===== config.mk =====
export PLATFORM = sky130hd
export DESIGN_NAME = afm_fault_monitor
export DESIGN_NICKNAME = d
export VERILOG_FILES = /design/src/rtl/afm_fault_monitor.v
export VERILOG_INCLUDE_DIRS = /design/src /design/src/inc
export SDC_FILE = /design/constraint.sdc
export NUM_CORES = 1
export LEC_CHECK = 0
export BUFFER_PORTS_ARGS = -buffer_cell sky130_fd_sc_hd__buf_4
export CELL_PAD_IN_SITES_DETAIL_PLACEMENT = 1
export CELL_PAD_IN_SITES_GLOBAL_PLACEMENT = 1
export CORE_MARGIN = 8
export CORE_UTILIZATION = 33
export DETAILED_ROUTE_END_ITERATION = 6
export GPL_TIMING_DRIVEN = 0
export PLACE_DENSITY_LB_ADDON = 0.1
export SLEW_MARGIN = 20
export SYNTH_ARGS = -nofsm -noshare
export SYNTH_HDL_FRONTEND = slang
export SYNTH_SLANG_ARGS = --single-unit

===== constraint.sdc =====
create_clock -name clk_sys_i -period 2.3 [get_ports clk_sys_i]
set_input_delay 0.46 -clock clk_sys_i [delete_from_list [all_inputs] [get_ports clk_sys_i]]
set_output_delay 0.46 -clock clk_sys_i [all_outputs]
set_load 0.02 [all_outputs]

===== src/inc/afm_consts.vh =====
// Register offsets, field positions and reset values of the fault monitor block
`ifndef AFM_CONSTS_VH
`define AFM_CONSTS_VH
`define AFM_ADDR_STATUS      8'h01
`define AFM_ADDR_REFCTL      8'h05
`define AFM_ADDR_EXC1        8'h06
`define AFM_ADDR_SYSCTL      8'h09
`define AFM_ADDR_GPIO_DAT    8'h10
`define AFM_ADDR_GPIO_CON    8'h11
`define AFM_ST_POR           7
`define AFM_ST_NRDY          6
`define AFM_ST_RAIL_HI       5
`define AFM_ST_RAIL_LO       2
`define AFM_ST_REF_THIRD     1
`define AFM_ST_REF_FIXED     0
`define AFM_SYS_MON_HI       7
`define AFM_SYS_MON_LO       5
`define AFM_SYS_STATUS_PREPEND_ENABLE     0
`define AFM_EXC1_PSW         7
`define AFM_EXC1_RAILMON     6
`define AFM_REF_MONEN_HI     1
`define AFM_REF_MONEN_LO     0
`define AFM_MON_OFF          3'h0
`define AFM_MON_TEMP         3'h2
`define AFM_MON_ANLSUP       3'h3
`define AFM_MON_DIGSUP       3'h4
`define AFM_MON_BO_0U2       3'h5
`define AFM_MON_BO_1U        3'h6
`define AFM_MON_BO_10U       3'h7
`define AFM_RST_SYSCTL       8'h10
`define AFM_RST_EXC1         8'h00
`define AFM_RST_REFCTL       8'h00
`define AFM_RST_GPIO_DAT     8'h00
`define AFM_RST_GPIO_CON     8'h00
`define AFM_SUPPLY_DIV       3'h4
`endif


===== src/rtl/afm_fault_monitor.v =====
// Fault status, system monitor, GPIO and low-side switch control of the converter
`timescale 1ns/1ps
`include "afm_consts.vh"

module afm_fault_monitor (
  input  wire       clk_sys_i,
  input  wire       rst_n_i,
  input  wire       ce_i,
  input  wire       por_event_i,
  input  wire       regmap_busy_i,
  input  wire       reg_wr_i,
  input  wire       reg_rd_i,
  input  wire [7:0] reg_addr_i,
  input  wire [7:0] reg_wdata_i,
  output reg  [7:0] reg_rdata_o,
  input  wire       data_rd_start_i,
  output wire       data_first_is_status_o,
  output reg  [7:0] data_status_byte_o,
  input  wire       conversion_ready_signal_i,
  input  wire       sleep_command_i,
  input  wire       amp_bypassed_i,
  input  wire [3:0] rail_cmp_amp_i,
  input  wire [3:0] rail_cmp_adc_i,
  input  wire       ref_below_fixed_i,
  input  wire       ref_below_third_i,
  input  wire [3:0] gpio_pin_i,
  output reg  [3:0] gpio_out_o,
  output reg  [3:0] gpio_oe_o,
  output reg  [3:0] gpio_function_select_o,
  output reg  [2:0] monitor_select_o,
  output reg        inputs_disconnect_o,
  output reg        force_unity_gain_o,
  output reg        route_temp_o,
  output reg        route_analog_supply_o,
  output reg        route_logic_supply_o,
  output reg  [2:0] supply_divider_o,
  output reg  [2:0] burnout_sources_o,
  output reg        burnout_source_pos_o,
  output reg        burnout_sink_neg_o,
  output reg        ref_pull_together_o,
  output reg  [1:0] reference_monitor_enable_o,
  output reg        low_side_switch_close_o
);

////////////////////////////////////////////////////////////////////////////////
// Registers

  reg  [7:0] sysctl_q;
  reg  [7:0] exc1_q;
  reg  [7:0] refctl_q;
  reg  [7:0] gpio_dat_q;
  reg  [7:0] gpio_con_q;
  reg        por_flag_q;
  reg  [3:0] rail_flag_q;
  reg  [3:0] rail_cap_q;
  reg  [1:0] ref_flag_q;
  reg  [1:0] ref_cap_q;
  reg        sleep_q;
  reg  [1:0] conversion_ready_signal_sync_q;
  reg        conversion_ready_signal_prev_q;
  reg  [3:0] pin_meta_q;
  reg  [3:0] pin_sync_q;
  reg  [3:0] rail_meta_q;
  reg  [3:0] rail_sync_q;
  reg  [3:0] adc_meta_q;
  reg  [3:0] adc_sync_q;
  reg  [1:0] ref_meta_q;
  reg  [1:0] ref_sync_q;
  reg  [1:0] por_meta_q;
  reg  [1:0] busy_meta_q;
  reg  [1:0] misc_meta_q;
  reg  [1:0] misc_sync_q;
  wire       conversion_ready_signal_fall;
  wire [3:0] rail_live;
  wire [1:0] ref_live;
  wire [7:0] status_byte;
  wire [2:0] mon_sel;
  wire [3:0] gpio_rd_val;

  function wr_hit;
    input [7:0] addr;
    input [7:0] target;
    input       wr;
    begin
      wr_hit = wr && (addr == target);
    end
  endfunction

  // Monitor codes that route a supply reading to the converter
  function is_supply_mon;
    input [2:0] sel;
    begin
      is_supply_mon = (sel == `AFM_MON_ANLSUP) || (sel == `AFM_MON_DIGSUP);
    end
  endfunction

  // Monitor codes that switch the burnout sources on
  function is_burnout;
    input [2:0] sel;
    begin
      is_burnout = (sel >= `AFM_MON_BO_0U2);
    end
  endfunction

  assign mon_sel   = sysctl_q[`AFM_SYS_MON_HI:`AFM_SYS_MON_LO];
  assign conversion_ready_signal_fall = conversion_ready_signal_prev_q && !conversion_ready_signal_sync_q[1];
  // Amplifier bypassed: sense the converter input node
  assign rail_live = exc1_q[`AFM_EXC1_RAILMON] ? (misc_sync_q[1] ? adc_sync_q : rail_sync_q) : 4'h0;
  assign ref_live  = {ref_sync_q[1] & refctl_q[`AFM_REF_MONEN_HI],
                      ref_sync_q[0] & (|refctl_q[`AFM_REF_MONEN_HI:`AFM_REF_MONEN_LO])};
  // Bit 7 power-on, bit 6 not-ready, 5..2 rails, 1..0 reference
  assign status_byte = {por_flag_q, busy_meta_q[1], rail_flag_q, ref_flag_q};
  assign data_first_is_status_o = sysctl_q[`AFM_SYS_STATUS_PREPEND_ENABLE];

  // Per-pin read value: input pins show the synced pin, outputs the written bit
  genvar g;
  generate
    for (g = 0; g < 4; g = g + 1) begin : gen_gpio_rd
      assign gpio_rd_val[g] = gpio_dat_q[4 + g] ? pin_sync_q[g] : gpio_dat_q[g];
    end
  endgenerate

////////////////////////////////////////////////////////////////////////////////
// Synchronisers

  always @(posedge clk_sys_i) begin
    if (!rst_n_i) begin
      // Ready resets to its idle high level: no false fall after reset
      conversion_ready_signal_sync_q <= 2'h3;
      conversion_ready_signal_prev_q <= 1'b1;
      pin_meta_q  <= 4'h0;
      pin_sync_q  <= 4'h0;
      rail_meta_q <= 4'h0;
      rail_sync_q <= 4'h0;
      adc_meta_q  <= 4'h0;
      adc_sync_q  <= 4'h0;
      ref_meta_q  <= 2'h0;
      ref_sync_q  <= 2'h0;
      por_meta_q  <= 2'h0;
      busy_meta_q <= 2'h0;
      misc_meta_q <= 2'h0;
      misc_sync_q <= 2'h0;
    end else if (ce_i) begin
      conversion_ready_signal_sync_q <= {conversion_ready_signal_sync_q[0], conversion_ready_signal_i};
      conversion_ready_signal_prev_q <= conversion_ready_signal_sync_q[1];
      pin_meta_q  <= gpio_pin_i;
      pin_sync_q  <= pin_meta_q;
      // Both comparator sets and the bypass select pass the same two stages
      rail_meta_q <= rail_cmp_amp_i;
      rail_sync_q <= rail_meta_q;
      adc_meta_q  <= rail_cmp_adc_i;
      adc_sync_q  <= adc_meta_q;
      ref_meta_q  <= {ref_below_third_i, ref_below_fixed_i};
      ref_sync_q  <= ref_meta_q;
      por_meta_q  <= {por_meta_q[0], por_event_i};
      busy_meta_q <= {busy_meta_q[0], regmap_busy_i};
      misc_meta_q <= {amp_bypassed_i, sleep_command_i};
      misc_sync_q <= misc_meta_q;
    end
  end

////////////////////////////////////////////////////////////////////////////////
// Configuration and flag registers

  always @(posedge clk_sys_i) begin
    if (!rst_n_i) begin
      sysctl_q    <= `AFM_RST_SYSCTL;
      exc1_q      <= `AFM_RST_EXC1;
      refctl_q    <= `AFM_RST_REFCTL;
      gpio_dat_q  <= `AFM_RST_GPIO_DAT;
      gpio_con_q  <= `AFM_RST_GPIO_CON;
      por_flag_q  <= 1'b1;
      rail_flag_q <= 4'h0;
      rail_cap_q  <= 4'h0;
      ref_flag_q  <= 2'h0;
      ref_cap_q   <= 2'h0;
      sleep_q     <= 1'b0;
    end else if (ce_i) begin
      if (wr_hit(reg_addr_i, `AFM_ADDR_SYSCTL, reg_wr_i))
        sysctl_q <= reg_wdata_i;
      if (wr_hit(reg_addr_i, `AFM_ADDR_EXC1, reg_wr_i))
        exc1_q <= reg_wdata_i;
      if (wr_hit(reg_addr_i, `AFM_ADDR_REFCTL, reg_wr_i))
        refctl_q <= reg_wdata_i;
      if (wr_hit(reg_addr_i, `AFM_ADDR_GPIO_DAT, reg_wr_i))
        gpio_dat_q <= reg_wdata_i;
      if (wr_hit(reg_addr_i, `AFM_ADDR_GPIO_CON, reg_wr_i))
        gpio_con_q <= reg_wdata_i;
      // Power-on flag: a new power-on event wins over a clearing write
      if (por_meta_q[1])
        por_flag_q <= 1'b1;
      else if (wr_hit(reg_addr_i, `AFM_ADDR_STATUS, reg_wr_i) && !reg_wdata_i[`AFM_ST_POR])
        por_flag_q <= 1'b0;
      // Sleep holds the switch open until the register is rewritten
      if (misc_sync_q[0])
        sleep_q <= 1'b1;
      else if (wr_hit(reg_addr_i, `AFM_ADDR_EXC1, reg_wr_i))
        sleep_q <= 1'b0;
      // Accumulate faults over the cycle, publish on ready fall
      if (conversion_ready_signal_fall) begin
        rail_flag_q <= rail_cap_q | rail_live;
        ref_flag_q  <= ref_cap_q | ref_live;
        rail_cap_q  <= 4'h0;
        ref_cap_q   <= 2'h0;
      end else begin
        rail_cap_q  <= rail_cap_q | rail_live;
        ref_cap_q   <= ref_cap_q | ref_live;
      end
    end
  end

////////////////////////////////////////////////////////////////////////////////
// Register read and data-read status byte

  always @(posedge clk_sys_i) begin
    if (!rst_n_i) begin
      reg_rdata_o        <= 8'h00;
      data_status_byte_o <= 8'h00;
    end else if (ce_i) begin
      if (data_rd_start_i)
        data_status_byte_o <= status_byte;
      if (reg_rd_i) begin
        case (reg_addr_i)
          `AFM_ADDR_STATUS:   reg_rdata_o <= status_byte;
          `AFM_ADDR_REFCTL:   reg_rdata_o <= refctl_q;
          `AFM_ADDR_EXC1:     reg_rdata_o <= exc1_q;
          `AFM_ADDR_SYSCTL:   reg_rdata_o <= sysctl_q;
          `AFM_ADDR_GPIO_DAT: reg_rdata_o <= {gpio_dat_q[7:4], gpio_rd_val};
          `AFM_ADDR_GPIO_CON: reg_rdata_o <= gpio_con_q;
          default:            reg_rdata_o <= 8'h00;
        endcase
      end
    end
  end

////////////////////////////////////////////////////////////////////////////////
// Monitor routing, GPIO and switch outputs

  always @(posedge clk_sys_i) begin
    if (!rst_n_i) begin
      gpio_out_o                 <= 4'h0;
      gpio_oe_o                  <= 4'h0;
      gpio_function_select_o     <= 4'h0;
      monitor_select_o           <= `AFM_MON_OFF;
      inputs_disconnect_o        <= 1'b0;
      force_unity_gain_o         <= 1'b0;
      route_temp_o               <= 1'b0;
      route_analog_supply_o      <= 1'b0;
      route_logic_supply_o       <= 1'b0;
      supply_divider_o           <= `AFM_SUPPLY_DIV;
      burnout_sources_o          <= 3'h0;
      burnout_source_pos_o       <= 1'b0;
      burnout_sink_neg_o         <= 1'b0;
      ref_pull_together_o        <= 1'b0;
      reference_monitor_enable_o <= 2'h0;
      low_side_switch_close_o    <= 1'b0;
    end else if (ce_i) begin
      gpio_function_select_o     <= gpio_con_q[3:0];
      gpio_oe_o                  <= gpio_con_q[3:0] & ~gpio_dat_q[7:4];
      gpio_out_o                 <= gpio_dat_q[3:0];
      monitor_select_o           <= mon_sel;
      route_temp_o               <= (mon_sel == `AFM_MON_TEMP);
      route_analog_supply_o      <= (mon_sel == `AFM_MON_ANLSUP);
      route_logic_supply_o       <= (mon_sel == `AFM_MON_DIGSUP);
      inputs_disconnect_o        <= (mon_sel == `AFM_MON_TEMP) || is_supply_mon(mon_sel);
      force_unity_gain_o         <= is_supply_mon(mon_sel);
      supply_divider_o           <= `AFM_SUPPLY_DIV;
      burnout_sources_o          <= {mon_sel == `AFM_MON_BO_10U, mon_sel == `AFM_MON_BO_1U,
                                     mon_sel == `AFM_MON_BO_0U2};
      burnout_source_pos_o       <= is_burnout(mon_sel);
      burnout_sink_neg_o         <= is_burnout(mon_sel);
      ref_pull_together_o        <= refctl_q[2];
      reference_monitor_enable_o <= refctl_q[`AFM_REF_MONEN_HI:`AFM_REF_MONEN_LO];
      low_side_switch_close_o    <= exc1_q[`AFM_EXC1_PSW] && !sleep_q && !misc_sync_q[0];
    end
  end

endmodule


Word-level counts from Yosys, hierarchy flattened --
Cells that the tools add are included.
Cells by class: magnitude comparators 1, equal/unequal tests 12, mux-type cells 13, bitwise logic cells 6, reductions and logical operators 29
Operators by type and width (count):
- case mux 8 bit (6 select lines) | 1
- AND reduction 2 bit | 10
- == test 8 x 3 -> 1 bit (second input constant) | 2
- == test 8 x 5 -> 1 bit (second input constant) | 2
- == test 3 bit (second input constant) | 4
- 2-to-1 mux 4 bit | 3
- logical AND 1 bit | 10
- == test 8 x 1 -> 1 bit (second input constant) | 1
- == test 8 x 4 -> 1 bit (second input constant) | 1
- 2-to-1 mux 1 bit | 8
- == test 3 x 2 -> 1 bit (second input constant) | 2
- AND 4 bit | 1
- zero test 1 bit | 4
- inverter 4 bit | 1
- bitwise OR 4 bit | 1
- nonzero test 2 bit | 2
- greater-or-equal comparator 3 bit (second input constant) | 1
- AND 1 bit | 2
- logical OR 1 bit | 2
- 2-to-1 mux 2 bit | 1
- bitwise OR 2 bit | 1
- OR reduction 2 bit | 1
Storage, ports and cells: register bits after elaboration 137, output and inout port bits 49, word-level logic and storage cells 102

Logic depth before layout (Yosys ltp) --
Gate-level depths: netlist of run 1.
depth after elaboration 5, gate-level depth with buffers 6

Least setup slack after synthesis of run 1 --
Ideal clock, no wire load.
path kind in2reg, start in reg_addr_i[1], end reg gpio_con_q[0], arrival time 1.981 ns, data required time 2.172 ns, path slack 0.191 ns, stages on the path 6, cells stage by stage or4_1 > buf_2 > or4_1 > buf_2 > mux2i_1 > nor2_1
On the way: cells in the longest elaborated chain, start to end 3
Ends and longest elaborated chain:
- start: declaration | line afm_fault_monitor.v:13 | input wire [7:0] reg_addr_i,
- == test 8 x 5 -> 1 bit | line afm_fault_monitor.v:85 | wr_hit = wr && (addr == target);
- logical AND 1 bit | line afm_fault_monitor.v:85
- AND reduction 2 bit (no line)
- end signal: assignment | line afm_fault_monitor.v:171 | gpio_con_q <= `AFM_RST_GPIO_CON;
- end signal: assignment | line afm_fault_monitor.v:188 | gpio_con_q <= reg_wdata_i;
- end: declaration | line afm_fault_monitor.v:52 | reg [7:0] gpio_con_q;
Every way passes these cells. A chain may end at the register's enable or synchronous reset.

Worst setup path in the final report of run 1 --
start in reg_addr_i[4], end reg reg_rdata_o[7]
On the way: cells in the longest elaborated chain, start to end 2, elaborated cells between the ends (all ways) 7, classes of those cells 6 x eq/ne; 1 x mux
Ends and longest elaborated chain:
- == test 8 x 5 -> 1 bit, or another cell as far along | line afm_fault_monitor.v:223 | case (reg_addr_i)
- case mux 8 bit (6 select lines) * | line afm_fault_monitor.v:223
- end signal: assignment | line afm_fault_monitor.v:224 | `AFM_ADDR_STATUS: reg_rdata_o <= status_byte;
- end signal: assignment | line afm_fault_monitor.v:225 | `AFM_ADDR_REFCTL: reg_rdata_o <= refctl_q;
- end signal: assignment | line afm_fault_monitor.v:226 | `AFM_ADDR_EXC1: reg_rdata_o <= exc1_q;
- end: declaration | line afm_fault_monitor.v:15 | output reg [7:0] reg_rdata_o,
Every way passes the cells marked *; elsewhere a longest branch is shown, timed or not.

==> reports/results.ini, run 1 <==
[run_status]
outcome=completed

[power]
power.total_mw=5.34
p_seq_share_pct=45.9
combinationalPowerShare_pct=6.5
total_leakage_power_nw=2.91
p_int_mw=4.16
power.density_mw_per_mm2=780
switching_share_pct=22.1
share_of_power_burned_in_the_clock_network_pct=47.6
power.ir.vdd_worst_uv=510
netSwitchingPower_mw=1.18

[worst_setup_path]
crit_path_start_kind=primary input
worst_setup_path_endpoint=reg_rdata_o[7]
critical_path.cell_chain=buf_4, or4bb_1, nor3_1, a222oi_1, a21oi_1
timing.critical_path.fanout_max=8
r2r-end=reg_rdata_o[7]
critPathCaptureType=flip-flop
crit_path_max_incr_delay_ns=0.80
timing.critical_path.depth=5
type_of_the_worst_setup_path=in -> reg
timing.reg2reg.worst_path_depth=5
crit_slowest_cell=nor3_1
critPathLaunch=reg_addr_i[4]
worstReg2RegStart=sysctl_q[7]
critical_path_arrival_ns=2.48
crit_required_ns=2.64
setup.reg_to_reg.worst_slack_ns=0.77
critical_path.top_delay_family=simple AND/OR/NAND/NOR gates
cp.buffers_inverters=1

[sta]
slew_violations=0
timing.final.setup_violations=0
finalHoldViolCount=0
tns_ns=0
finalCritPeriodShare_pct=93.0
timing_worst_slew_pin_value_ns=1.03
finalCriticalPeriod_ns=2.14
rsz_0062_raised_after_global_routing=no
max_freq_mhz=467
fin_worst_skew_ns=0.00406
relative_slew_slack_pct=30.7

[yosys]
synth-seq-cells=137
yosys.area_share.xor_xnor_pct=0
postSynth.asyncResetShare_pct=0
gate_count_after_technology_mapping=567
synth_warnings=0
dominantRegCellSynth=dfxtp_1
synth_compound_gate_area_share_pct=9.22
post_synthesis_mux_area_share_pct=20.8
synth_enable_flop_cells=0
synth-seq-area-share_pct=50.8
synth.cell_area_mm2=0.00540
yosys.area_share.simple_pct=15.5
yosys.area.top_type_share_pct=50.8
synth_cell_type_count=40
synth_adder_area_share_pct=0
synth_top_family_by_area=multiplexers
ys_top_cells_by_area=dfxtp_1 (51%), mux2i_1 (19%), nor2_1 (7.9%)
yosysMostFrequentCell=dfxtp_1
synth_area_per_cell_um2=9.52
synth_commonest_cells=dfxtp_1 (137), nor2_1 (113), mux2i_1 (103)
post-synth-top-area-cell=dfxtp_1

[min_path]
kind_of_path_behind_the_tightest_hold_check=in -> reg

[clocking]
h-tree-depth=4
clk_root_buffer_cell=clkbuf_16
post_cts_resize_count=0
postCtsHoldBufs=0
clock-sinks=137
clk_pin_slew_worst_paths_ns=0.05
clock_tree_from_tritoncts=done
post_cts_buffers=0
cts-root-to-sink-buffers=2
clkLatencyLatePin_ns=0.41
cts_buffers=17

[routing]
drt_wl_total_mm=16.2
mean_number_of_vias_per_cell=4.90
detail_route.wl_per_cell_um=18.1
drc=0
dr_total_vias=4386
drt_first_iter_violations=252
drt_pre_antenna_iters=5
postRouteAntennaNets=0

[global_routing]
grt_pass1_wl_mm=25.4
globalRoute.totalOverflow=0
maximum_number_of_pins_on_one_net_before_global_route_repair=17
vias_in_the_first_global_route=4575
grt_usage_pct=16.3
grt_antenna_before_repair=0

[placement]
place_congestion=0.817
placed_cells=868
port_buffers=84
detailedPlacementHpwl_mm=12.2

[floorplanning]
core_area_mm2=0.0159
fp.dieArea_mm2=0.0207
ios=90
die_y_um=144
floorplan.initialDensity_pct=33.9
die-width_um=144
placementRows=46

[finish]
utilization_pct=43.0
finish.net_count=712
final_cell_count_no_fill=896
area_delta_synth_final_pct=26.9
layout_cell_share_with_drive_strength_beyond_1_pct=19.1
diode_count=0

[job]
drv_cap=0

[metal layers]
metal / global-route usage, % / wire, µm / up-vias
met5: 0 / 0 / -
li1: - / - / 2159
met1: 19.8 / 7250 / 2129
met4: 5.15 / 177 / 0
met2: 27.6 / 7970 / 86
met3: 4.01 / 829 / 12
[power by group through the flow]
stage	clock network [mW]	logic, mW	registers (mW)
after detailed placement	0	0.350	2.50
after floorplan	0	0.183	2.51
after global routing	2.71	0.379	2.46
after CTS	2.60	0.352	2.45
final	2.54	0.346	2.45
after global placement	0	0.342	2.50
[registers in the layout, summed over array words and instances, names as in the netlist, 8 cells and up]
name,count
gpio_con_q,8
data_status_byte_o,8
refctl_q,8
exc1_q,8
sysctl_q,8
reg_rdata_o,8
gpio_dat_q,8
[metrics by stage]
step           area (µm²)  hold WS [ns]  worst slack, ns
3_3_place_gp         6300         0.449           -0.272
5_1_grt              6850         0.269          0.00194
3_5_place_dp         6300         0.453           -0.317
4_1_cts              6850         0.254            0.124
2_1_floorplan        5400         0.437            0.191
6_report             6850         0.269            0.160
[layout make-up]
type,instances,area (µm²)
Fill cell,1824,9090
Sequential cell,137,2740
Multi-Input combinational cell,385,2470
Timing Repair Buffer,84,631
Clock buffer,25,505
Tap cell,216,270
Buffer,42,179
Clock inverter,3,40.0
Inverter,4,15.0
[how the worst min path moves through the flow]
stage | start | endpoint | slack [ns] | cells after the start
floorplan | ref_cap_q[0] | ref_cap_q[0] | 0.44 | 2
global placement | ref_cap_q[0] | ref_cap_q[0] | 0.45 | 2
detailed placement | data_status_byte_o[4] | data_status_byte_o[4] | 0.45 | 2
CTS | conversion_ready_signal_i | conversion_ready_signal_sync_q[0] | 0.25 | 3
global route | conversion_ready_signal_i | conversion_ready_signal_sync_q[0] | 0.27 | 3
finish | conversion_ready_signal_i | conversion_ready_signal_sync_q[0] | 0.27 | 3
[layout by cell type (no fill, tap or decap), types with 2 or more instances in the layout]
cell,count
a211oi_1,6
a21oi_1,33
a222oi_1,3
a22oi_1,5
a31oi_1,8
and2_1,2
buf_1,7
buf_2,4
buf_4,88
clkbuf_1,29
clkbuf_16,17
clkbuf_8,5
clkinv_2,2
conb_1,3
dfxtp_1,137
inv_1,2
mux2_2,8
mux2i_1,103
nand2_1,34
nand2b_1,4
nand3_1,9
nand4_1,4
nor2_1,113
nor2b_1,6
nor3_1,6
nor3b_1,2
nor4_1,2
o21ai_0,14
o2bb2ai_1,8
or4_1,2
[cell families (layout without fill, tap and decap cells)]
kind of cell	count (synthesis)	in the layout
DFF	137	137
buffers and inverters	46	158
other	2	3
AOI/OAI and AO/OA	81	81
muxes	111	111
and+or+nand+nor	190	190
[worst min-delay path, cell delays in order]
cell and delay (ns):
buf_4 0.08, mux2i_1 0.05, nand2_1 0.06
Power figures use the tool's default switching activity.
==> run 2: changes to the inputs <==
Settings changed: RECOVER_POWER from default to 100.
==> reports/results.ini, run 2 (same netlist as run 1, synthesis figures left out) <==
[finish]
final_common_cell=dfxtp_1
area.sequential_mm2=0.00274
filler_cell_count=1848
finish.net_count=712
area_delta_synth_final_pct=23.5
diode_count=0
most_frequent_cells_in_the_layout=dfxtp_1 (137), nor2_1 (113), mux2i_1 (103), clkbuf_1 (82), buf_4 (40)
utilization_pct=41.8
multiInputGateArea_mm2=0.00247
layout_cell_share_with_drive_strength_beyond_1_pct=11.8

[placement]
place_congestion=0.817
port_buffers=84
detailedPlacementHpwl_mm=12.2
dp_slack_ns=-0.317

[routing]
drt_wl_total_mm=16.3
drc=0
detail_route.wl_per_cell_um=18.2
dr_total_vias=4370
mean_number_of_vias_per_cell=4.88
postRouteAntennaNets=0
drt_first_iter_violations=243
drt_pre_antenna_iters=6

[worst_setup_path]
cp.buffers_inverters=1
timing.reg2reg.worst_path_depth=5
type_of_the_worst_setup_path=in -> reg
critical_path.cell_chain=clkbuf_1, or4bb_1, nor3_1, a222oi_1, a21oi_1
crit_required_ns=2.64
crit_slowest_cell=nor3_1
timing.critical_path.fanout_max=8
setup.reg_to_reg.worst_slack_ns=0.76
critPathCaptureType=flip-flop
crit_path_start_kind=primary input
critical_path.top_delay_family=simple AND/OR/NAND/NOR gates
crit_path_max_incr_delay_ns=0.80
timing.critical_path.depth=5
critical_path_arrival_ns=2.49

[sta]
timing_worst_slew_pin_value_ns=1.03
slew_violations=0
fin_worst_skew_ns=0.00548
timing.final.setup_violations=0
relative_slew_slack_pct=31.0
finalCritPeriodShare_pct=93.3
max_freq_mhz=466
finalCriticalPeriod_ns=2.15
fin_ws_ns=0.153
finalHoldViolCount=0
rsz_0062_raised_after_global_routing=no

[floorplanning]
fp.dieArea_mm2=0.0207
placementRows=46
ios=90
die_y_um=144
floorplan.initialDensity_pct=33.9
core_area_mm2=0.0159
die-width_um=144

[min_path]
worstHoldPathCells=3
kind_of_path_behind_the_tightest_hold_check=in -> reg

[clocking]
h-tree-depth=4
cts-root-to-sink-buffers=2
clk_pin_slew_worst_paths_ns=0.05
cts_buffers=17
clk_root_buffer_cell=clkbuf_16
postCtsHoldBufs=0
post_cts_resize_count=0
post_cts_buffers=0
clock-sinks=137
clock_tree_from_tritoncts=done
clkLatencyLatePin_ns=0.41

[power]
power.density_mw_per_mm2=800
power.ir.vdd_worst_uv=511
total_leakage_power_nw=2.70

[global_routing]
grt_pass1_wl_mm=25.4
globalRoute.totalOverflow=0
maximum_number_of_pins_on_one_net_before_global_route_repair=17
grt_antenna_before_repair=0
grt_usage_pct=16.3
vias_in_the_first_global_route=4575

[job]
drv_cap=0

[run_status]
outcome=completed

-- run 2: stage by stage --
stage | setup TNS [ns] | power (mW) | hold slack, ns | instances | instance area, µm²
floorplan | 0 | 2.69 | 0.437 | 568 | 5400
global placement | -12.85 | 2.84 | 0.449 | 868 | 6300
detailed placement | -16.19 | 2.85 | 0.453 | 868 | 6300
CTS | 0 | 5.41 | 0.254 | 896 | 6850
global route | 0 | 5.54 | 0.269 | 896 | 6670
finish | 0 | 5.34 | 0.269 | 896 | 6670
-- run 2: cell type report --
type | instances | share of cell area (%)
clock inverters | 3 | 0.601
repair buffers | 84 | 6.76
flip-flops and latches | 137 | 41.1
clock buffers | 25 | 7.58
multi-input cells | 385 | 37.0
inverters | 4 | 0.225
plain buffers | 42 | 2.65
well taps | 216 | 4.05
-- run 2: path summary, 6_finish.rpt --
kind | start | end
worst min-delay path | conversion_ready_signal_i | conversion_ready_signal_sync_q[0]
worst min register to register | data_status_byte_o[4] | data_status_byte_o[4]
worst max-delay path | reg_addr_i[4] | reg_rdata_o[7]
worst max register to register | sysctl_q[7] | reg_rdata_o[7]
-- run 2: worst min-delay path, stage by stage --
cell and delay [ns]:
buf_4 0.08, mux2i_1 0.05, nand2_1 0.06
-- run 2: power by group --
group | internal, mW | leakage, nW | switching, mW
Combinational | 0.128 | 1.32 | 0.208
Sequential | 2.42 | 1.11 | 0.0299
Clock | 1.60 | 0.271 | 0.946
-- run 2: per-layer routing --
metal / track usage (%) / vias up / routed length, µm
met3: 4.01 / 13 / 728
met4: 5.15 / 0 / 198
li1: - / 2161 / -
met2: 27.6 / 74 / 7920
met5: 0 / - / 0
met1: 19.8 / 2122 / 7450
